## config.mk

```make
export PLATFORM = sky130hd
export DESIGN_NAME = parallel_io_ports
export DESIGN_NICKNAME = d
export VERILOG_FILES = /design/src/inc/pio_pkg.sv /design/src/verilog/parallel_io_ports.sv
export SDC_FILE = /design/constraint.sdc
export NUM_CORES = 1
export LEC_CHECK = 0
export ABC_CLOCK_PERIOD_IN_PS = 3250
export BUFFER_PORTS_ARGS = -buffer_cell sky130_fd_sc_hd__buf_2
export CAP_MARGIN = 20
export CORE_MARGIN = 5
export CORE_UTILIZATION = 52
export CTS_CLUSTER_DIAMETER = 200
export DETAILED_ROUTE_END_ITERATION = 8
export GPL_ROUTABILITY_DRIVEN = 0
export PLACE_DENSITY = 0.85
export SLEW_MARGIN = 40
export SYNTH_ARGS = -nofsm -noshare
export SYNTH_HDL_FRONTEND = slang
export SYNTH_SLANG_ARGS = --single-unit
export TNS_END_PERCENT = 10
```

## constraint.sdc

```tcl
create_clock -name clock -period 3.25 [get_ports clock]
set_input_delay 0.4875 -clock clock [delete_from_list [all_inputs] [get_ports clock]]
set_output_delay 0.4875 -clock clock [all_outputs]
set_load 0.05 [all_outputs]
```

## src/inc/pio_pkg.sv

```systemverilog
package pio_pkg;

  // port selectors for write and read strobes
  localparam logic [1:0] PORT_A_SEL = 2'h0;
  localparam logic [1:0] PORT_B_SEL = 2'h1;
  localparam logic [1:0] PORT_C_SEL = 2'h2;

  // latch reset values
  localparam logic [7:0] PORT_A_RESET = 8'hFF;
  localparam logic [7:0] PORT_B_RESET = 8'hFF;
  localparam logic [7:0] PORT_C_RESET = 8'hFF;
  localparam logic [7:0] ALL_ONES     = 8'hFF;

  // port B field layout
  localparam int PB_DIG_LSB    = 0;
  localparam int PB_DIG_MSB    = 1;
  localparam int PB_ANA_LSB    = 2;
  localparam int PB_ANA_MSB    = 7;
  localparam int PB_PULSE0_BIT = 0;
  localparam int PB_PULSE1_BIT = 1;

  // pulled-up pins: two of port B and eight of port C
  localparam int PULLUP_PINS = 10;

  // strong pull-up time, in oscillator periods
  localparam int OSC_PERIOD_NS  = 10;
  localparam int CLK_PERIOD_NS  = 10;
  localparam int STRONG_PERIODS = 2;
  localparam int STRONG_CYCLES_RAW =
    (STRONG_PERIODS * OSC_PERIOD_NS + CLK_PERIOD_NS - 1) / CLK_PERIOD_NS;
  localparam int STRONG_CYCLES_INT = (STRONG_CYCLES_RAW < 1) ? 1 : STRONG_CYCLES_RAW;
  localparam logic [2:0] STRONG_CYCLES = 3'(STRONG_CYCLES_INT);
  localparam logic [2:0] STRONG_ZERO   = 3'h0;
  localparam logic [2:0] STRONG_ONE    = 3'h1;

endpackage

```

## src/verilog/parallel_io_ports.sv

```systemverilog
// Contract
// - write strobe loads port bit latches
// - read returns latch or pin per strobe
// - port A carries low address/data externally
// - external access forces port A latches high
// - external access drives port A push-pull
// - port A: latch one floats, zero pulls low
// - port B low pins pulled up or low
// - timer-2 inputs pass only when latch one
// - enabled pulse output overrides port B latch
// - latch rise enables strong pull-up two periods
// - pin forced low drops latching pull-up
// - port B upper pins: one analog, zero digital
// - port B upper pins never driven
// - port C carries upper address byte externally
// - port C push-pull externally, latch unchanged
// - port C: latch one pulled up, zero low
// - enabled peripheral takes pin from general use
// - read-modify-write reads the latch
module parallel_io_ports (
  // clock and reset
  input  wire logic       clock,
  input  wire logic       nrst,
  // core write and read strobes
  input  wire logic [7:0] wr_data,
  input  wire logic       wr_en,
  input  wire logic [1:0] wr_sel,
  input  wire logic       rd_latch,
  input  wire logic       rd_pin,
  input  wire logic [1:0] rd_sel,
  output logic      [7:0] rd_data,
  output logic            rd_valid,
  // external memory access
  input  wire logic       ext_access,
  input  wire logic [7:0] ext_ad_out,
  input  wire logic       ext_ad_drive,
  input  wire logic [7:0] ext_addr_hi,
  // alternate functions on port B low pins
  input  wire logic       pulse_zero_en,
  input  wire logic       pulse_out_zero,
  input  wire logic       pulse_one_en,
  input  wire logic       pulse_out_one,
  output logic            timer2_count_input,
  output logic            timer2_capture_trigger,
  // port A pins
  input  wire logic [7:0] port_a_in,
  output logic      [7:0] port_a_out,
  output logic      [7:0] port_a_oe_n,
  // port B pins
  input  wire logic [7:0] port_b_in,
  output logic      [1:0] port_b_out,
  output logic      [1:0] port_b_oe_n,
  output logic      [1:0] port_b_strong_pullup_fet,
  output logic      [1:0] port_b_latching_pullup_fet,
  output logic      [1:0] port_b_very_weak_pullup_fet,
  output logic      [5:0] port_b_analog_sel,
  // port C pins
  input  wire logic [7:0] port_c_in,
  output logic      [7:0] port_c_out,
  output logic      [7:0] port_c_oe_n,
  output logic      [7:0] port_c_strong_pullup_fet,
  output logic      [7:0] port_c_latching_pullup_fet,
  output logic      [7:0] port_c_very_weak_pullup_fet
);

  // one-hot decode of a port selector, used for writes and reads
  function automatic logic [2:0] port_decode(input logic [1:0] sel);
    logic [2:0] hot;
    hot = 3'h0;
    case (sel)
      pio_pkg::PORT_A_SEL: hot = 3'h1;
      pio_pkg::PORT_B_SEL: hot = 3'h2;
      pio_pkg::PORT_C_SEL: hot = 3'h4;
      default:             hot = 3'h0;
    endcase
    return hot;
  endfunction

  logic [7:0] port_a_latch_q;
  logic [7:0] port_a_latch_d;
  logic [7:0] port_b_latch_q;
  logic [7:0] port_b_latch_d;
  logic [7:0] port_c_latch_q;
  logic [7:0] port_c_latch_d;
  logic [7:0] rd_data_q;
  logic [7:0] rd_data_d;
  logic       rd_valid_q;

  wire logic [2:0] wr_hot;
  wire logic [2:0] rd_hot;
  wire logic       wr_a;
  wire logic       wr_b;
  wire logic       wr_c;

  assign wr_hot = wr_en ? port_decode(wr_sel) : 3'h0;
  assign rd_hot = port_decode(rd_sel);
  assign wr_a   = wr_hot[0];
  assign wr_b   = wr_hot[1];
  assign wr_c   = wr_hot[2];

  // latch next values; external access wins over a core write on port A
  assign port_a_latch_d = ext_access ? pio_pkg::ALL_ONES :
                          wr_a       ? wr_data : port_a_latch_q;
  assign port_b_latch_d = wr_b ? wr_data : port_b_latch_q;
  // port C latch holds through external accesses
  assign port_c_latch_d = wr_c ? wr_data : port_c_latch_q;

  always_ff @(posedge clock) begin
    if (!nrst) begin
      port_a_latch_q <= pio_pkg::PORT_A_RESET;
      port_b_latch_q <= pio_pkg::PORT_B_RESET;
      port_c_latch_q <= pio_pkg::PORT_C_RESET;
    end else begin
      port_a_latch_q <= port_a_latch_d;
      port_b_latch_q <= port_b_latch_d;
      port_c_latch_q <= port_c_latch_d;
    end
  end

  // read path: latch strobe (used by read-modify-write) beats pin strobe
  wire logic [7:0] sel_latch;
  wire logic [7:0] sel_pin;

  assign sel_latch = rd_hot[0] ? port_a_latch_q :
                     rd_hot[1] ? port_b_latch_q :
                     rd_hot[2] ? port_c_latch_q : 8'h00;
  assign sel_pin   = rd_hot[0] ? port_a_in :
                     rd_hot[1] ? port_b_in :
                     rd_hot[2] ? port_c_in : 8'h00;
  assign rd_data_d = rd_latch ? sel_latch :
                     rd_pin   ? sel_pin   : rd_data_q;

  always_ff @(posedge clock) begin
    if (!nrst) begin
      rd_data_q  <= 8'h00;
      rd_valid_q <= 1'b0;
    end else begin
      rd_data_q  <= rd_data_d;
      rd_valid_q <= rd_latch | rd_pin;
    end
  end

  assign rd_data  = rd_data_q;
  assign rd_valid = rd_valid_q;

  // port A: open drain in general use, push-pull bus during external access
  assign port_a_out  = ext_access ? ext_ad_out : 8'h00;
  assign port_a_oe_n = ext_access ? {8{~ext_ad_drive}} :
                       port_a_latch_q;

  // port B low pins: pulse output replaces the latch when enabled
  wire logic [1:0] pb_val;

  assign pb_val[pio_pkg::PB_PULSE0_BIT] = pulse_zero_en ? pulse_out_zero :
                                          port_b_latch_q[pio_pkg::PB_PULSE0_BIT];
  assign pb_val[pio_pkg::PB_PULSE1_BIT] = pulse_one_en ? pulse_out_one :
                                          port_b_latch_q[pio_pkg::PB_PULSE1_BIT];

  assign port_b_out  = 2'h0;
  assign port_b_oe_n = pb_val;

  // timer-2 inputs see a pin stuck at zero unless the latch holds one
  assign timer2_count_input     = port_b_latch_q[pio_pkg::PB_PULSE0_BIT] &
                                  port_b_in[pio_pkg::PB_PULSE0_BIT];
  assign timer2_capture_trigger = port_b_latch_q[pio_pkg::PB_PULSE1_BIT] &
                                  port_b_in[pio_pkg::PB_PULSE1_BIT];

  // port B upper pins: input only, latch selects analog or digital
  assign port_b_analog_sel =
    port_b_latch_q[pio_pkg::PB_ANA_MSB:pio_pkg::PB_ANA_LSB];

  // port C: push-pull address bus during external access
  assign port_c_out  = ext_access ? ext_addr_hi : 8'h00;
  assign port_c_oe_n = ext_access ? 8'h00 : port_c_latch_q;

  // pulled-up pins gathered: [1:0] port B low, [9:2] port C
  wire logic [pio_pkg::PULLUP_PINS-1:0] pu_val;
  wire logic [pio_pkg::PULLUP_PINS-1:0] pu_pin;
  wire logic [pio_pkg::PULLUP_PINS-1:0] pu_own;
  logic      [pio_pkg::PULLUP_PINS-1:0] pu_strong;
  logic      [pio_pkg::PULLUP_PINS-1:0] pu_latching;
  logic      [pio_pkg::PULLUP_PINS-1:0] pu_weak;

  assign pu_val = {port_c_latch_q, pb_val};
  assign pu_pin = {port_c_in, port_b_in[pio_pkg::PB_DIG_MSB:pio_pkg::PB_DIG_LSB]};
  // port C pull-ups stand aside while the address bus drives the pins
  assign pu_own = {{8{~ext_access}}, 2'h3};

  generate
    for (genvar i = 0; i < pio_pkg::PULLUP_PINS; i++) begin : g_pullup
      logic [2:0] strong_cnt_q;
      logic [2:0] strong_cnt_d;
      logic       val_q;
      logic       latching_q;
      logic       latching_d;
      wire  logic rise;

      assign rise = pu_val[i] & ~val_q;
      assign strong_cnt_d = !pu_val[i] ? pio_pkg::STRONG_ZERO :
                            rise ? pio_pkg::STRONG_CYCLES :
                            (strong_cnt_q != pio_pkg::STRONG_ZERO) ?
                              strong_cnt_q - pio_pkg::STRONG_ONE :
                              pio_pkg::STRONG_ZERO;
      // latching pull-up holds a high pin, lets go once the pin is seen low
      assign latching_d = pu_val[i] & pu_pin[i];

      always_ff @(posedge clock) begin
        if (!nrst) begin
          strong_cnt_q <= pio_pkg::STRONG_ZERO;
          val_q        <= 1'b1;
          latching_q   <= 1'b0;
        end else begin
          strong_cnt_q <= strong_cnt_d;
          val_q        <= pu_val[i];
          latching_q   <= latching_d;
        end
      end

      assign pu_strong[i]   = pu_own[i] & (strong_cnt_q != pio_pkg::STRONG_ZERO);
      assign pu_latching[i] = pu_own[i] & pu_val[i] & latching_q;
      assign pu_weak[i]     = pu_own[i] & pu_val[i];
    end
  endgenerate

  assign port_b_strong_pullup_fet    = pu_strong[1:0];
  assign port_b_latching_pullup_fet  = pu_latching[1:0];
  assign port_b_very_weak_pullup_fet = pu_weak[1:0];
  assign port_c_strong_pullup_fet    = pu_strong[9:2];
  assign port_c_latching_pullup_fet  = pu_latching[9:2];
  assign port_c_very_weak_pullup_fet = pu_weak[9:2];

endmodule

```

Word-level counts from Yosys, hierarchy flattened
Index checks and enable logic that the tools add are counted.

storage, ports and cells
  memories = 0
  bits in registers = 83
  bits in read-only memories = 0
  word-level logic and storage cells = 212
  bits in latches = 0
  bits in writable memories = 0

cells by class
  divide/modulo/power cells = 0
  multiplexer cells = 37
  $mul = 0
  shift operators = 0
  $lt $le $gt $ge = 0
  reductions and logical operators = 34
  equality and inequality tests = 4
  add/sub/neg operators = 10
  bitwise logic cells = 82

operator list
  kind                                                                   number
  8-bit 2-to-1 mux                                                       12
  1-bit bitwise AND                                                      48
  2-bit 2-to-1 mux                                                       20
  4-bit OR reduction                                                     10
  1-bit inverter                                                         33
  3-bit nonzero test                                                     10
  3-bit by 1-bit subtractor with 3-bit output, second input constant     10
  2-bit AND reduction                                                    10
  3-bit case mux with 3 select lines                                     2
  2-bit by 1-bit equality test with 1-bit output, second input constant  2
  2-bit equality test, second input constant                             2
  2-bit logical NOT                                                      2
  3-bit 2-to-1 mux                                                       1
  1-bit 2-to-1 mux                                                       2
  2-bit nonzero test                                                     1
  2-bit OR reduction                                                     1
  1-bit bitwise OR                                                       1

Logic depth before layout (Yosys ltp)
  depth after elaboration = 7
  depth in mapped cells = 5
  gate-level depth less buffers = 4

Least setup slack after synthesis
OpenSTA, ideal clock, no wires.

  path kind = input port to output port
  start = input ext_access
  end = output port_c_latching_pullup_fet[1]
  setup slack = 794 ps
  path buffers = 1
  cell stages on the path = 3
  arrival = 1969 ps
  cells stage by stage = clkbuf_1 -> nor2b_1 -> and2_1

on the way
  longest elaborated chain between the ends = 3

RTL lines
  what                             line                      text
  start, declared                  parallel_io_ports.sv:34   input wire logic ext_access,
  1-bit inverter                   parallel_io_ports.sv:187  assign pu_own = {{8{~ext_access}}, 2'h3};
  1-bit bitwise AND (2 in series)  parallel_io_ports.sv:220  assign pu_latching[i] = pu_own[i] & pu_val[i] & latching_q;
  end, declared                    parallel_io_ports.sv:62   output logic [7:0] port_c_latching_pullup_fet,

Every way passes these cells.

Worst setup path after layout
  start = input ext_access
  end = output port_a_oe_n[3]

on the way
  longest elaborated chain between the ends = 1

RTL lines
  what              line                      text
  8-bit 2-to-1 mux  parallel_io_ports.sv:148  assign port_a_oe_n = ext_access ? {8{~ext_ad_drive}} :
  end, declared     parallel_io_ports.sv:48   output logic [7:0] port_a_oe_n,

Every way passes these cells.

==> impl_metrics.yaml <==
clock_network:
  ctsHoldBuffers: 0
  post_cts_resized: 0
  cts_buffers: 9
  cts_tree: "yes"
  clock-sinks: 83
  clk_pin_slew_ps: 80
  post_cts_buffers: 0
  cts-root-buf: "clkbuf_8"
  htreeDepth: 3
  clock_path_buffers: 2
  clk_latency_ps: 360
synthesis:
  synth_cell_types: 31
  synth_most_common_cell: "dfxtp_1"
  syn_area_sq_um: 3730
  netlist_top_cells_area: "dfxtp_1, nand2_1, and2_1"
  yosys.area.top_type: "dfxtp_1"
  yosys-top-cells-count: "dfxtp_1, nand2_1, nor2_1"
  avgSynthCellArea_sq_um: 8.64
  synth_top_area_share_pct: 44.5
  syn_inst: 432
  async_reset_ff_share_pct: 0
  yosysSeqAreaShare_pct: 44.5
  ys.flop_type: "dfxtp_1"
  synth_edf_count: 0
  synth_warnings: 0
  synth-seq-cells: 83
route:
  totalWireLength_mm: 9.95
  route.detailed.drc: 0
  drtPass1Iterations: 5
  vias: 3458
  viasPerCell: 5.34
  wl_per_cell_microns: 15.4
  drtIter0Drc: 169
  drtAntennaViolNets: 0
sta:
  rsz0062_at_grt: "no"
  setup_viol: 0
  fmax_mhz: 456
  layout_min_cycle_time_ps: 2190
  finalClockSkew_ps: 5.10
  period_share_pct: 67.5
  slew-limit-headroom_pct: 57.1
  maxSlewViolCount: 0
  hold_viol_final: 0
  tns_ps: 0
  worst-slew-pin-transition_ps: 643
final_layout:
  final_area_sq_um: 4520
  layout.nets: 617
  diodes: 0
  area_growth_pct: 21.1
  post_route_cells_drive_above_1_share_pct: 29.0
critical_path:
  critPathRequiredTime_ps: 2760
  critPathKind: "input pin to primary output"
  startpoint_type: "input pin"
  crit_arrival_ps: 1710
  crit_path_end_kind: "primary output"
  reg2regPathDepth: 3
  worstPathMaxFanout: 42
grt:
  grt_pass1_vias: 3385
  grt_antenna_before_repair: 0
  grt-ovfl-total: 0
  grt_usage_pct: 23.2
  grt_pass1_wl_mm: 16.3
  grt_max_degree: 43
floorplan:
  core.rowCount: 30
  io-pin-count: 146
  core_sq_um: 6910
  initial_utilization_pct: 54.1
  die_x_microns: 94.7
  dieArea_sq_um: 8970
  die_h_microns: 94.7
placement:
  portBuffers: 143
  placed_area_sq_um: 4330
  hpwl_mm: 7.67
power_and_ir_drop:
  p_leak_nw: 2.28
  ir_drop_v: 0.000220
  totalPowerFinal_mw: 2.79
  powerDensity_nw_per_um2: 616
status:
  outcome: "completed"
min_path:
  hold_path.class: "input pin to flip-flop"
  hold_depth: 2
run:
  cap_violations: 0
## per-layer routing
layer | up-vias | global-route usage (%) | part of all wire (%) | wire [microns]
met4 | 0 | 11.1 | 2.8 | 278
met3 | 21 | 5.02 | 9.3 | 921
met1 | 1602 | 29.4 | 41 | 4120
met5 | - | 0 | 0 | 0
met2 | 167 | 37.6 | 47 | 4630
li1 | 1668 | - | - | -
## critical path, cell delays in order
cell and delay (ps):
buf_2 500, nand2_1 310, o21a_1 190, buf_2 200
## cells in the final DEF (no fill, tap or decap), types with 9 or more instances in the layout
master	instances
buf_2	143
a31oi_1	10
and2_1	28
nand2b_1	10
inv_1	19
nor2_1	42
dfxtp_1	83
o21a_1	9
clkbuf_8	10
nand3_1	18
nor2b_1	9
nand2_1	73
mux2i_1	16
and3_1	10
## stage by stage
| step | setup WS [ps] | cells | hold WS [ps] | util, % |
|---|---|---|---|---|
| finish | 1060 | 647 | 371 | 65.5 |
| global route | 931 | 647 | 378 | 65.5 |
| CTS | 1020 | 647 | 356 | 65.5 |
| detailed placement | 1030 | 631 | 428 | 62.7 |
| global placement | 1120 | 631 | 418 | 62.7 |
| floorplan | 794 | 433 | 412 | - |
## state kept, by name, summed over array words and instances (netlist names)
signal / cells
g_pullup.strong_cnt_q: 30
g_pullup.latching_q: 10
g_pullup.val_q: 10
port_a_latch_q: 8
port_b_latch_q: 8
port_c_latch_q: 8
rd_data: 8
rd_valid: 1
## report_power, final
part	internal, mW	switching [mW]
logic	0.265	0.602
registers	1.13	0.0689
clock network	0.376	0.343
## layout make-up
cell class | count | area, sq um
Sequential cell | 83 | 1660
Clock buffer | 14 | 153
Timing Repair Buffer | 144 | 723
Tap cell | 96 | 120
Multi-Input combinational cell | 289 | 1760
Inverter | 19 | 71.3
Fill cell | 633 | 2390
Clock inverter | 2 | 35.0
## worst paths after layout
kind,startpoint,to,slack (ps)
worst min register to register,g_pullup[0].val_q,g_pullup[0].strong_cnt_q[1],440
worst min-delay path,rd_pin,rd_valid,370
worst max-delay path,ext_access,port_a_oe_n[3],1060
worst max register to register,port_c_latch_q[4],rd_data[4],2080
## cell families after synthesis
kind of cell    Yosys count  share of synthesized area, %
buf+inv                  61                          8.55
mux                      18                          4.89
simple gates            210                          28.0
fa+ha+maj                 8                          2.68
other cells               1                         0.100
flops                    83                          44.5
compound gates           51                          11.3
Power figures use the tool's default switching activity.
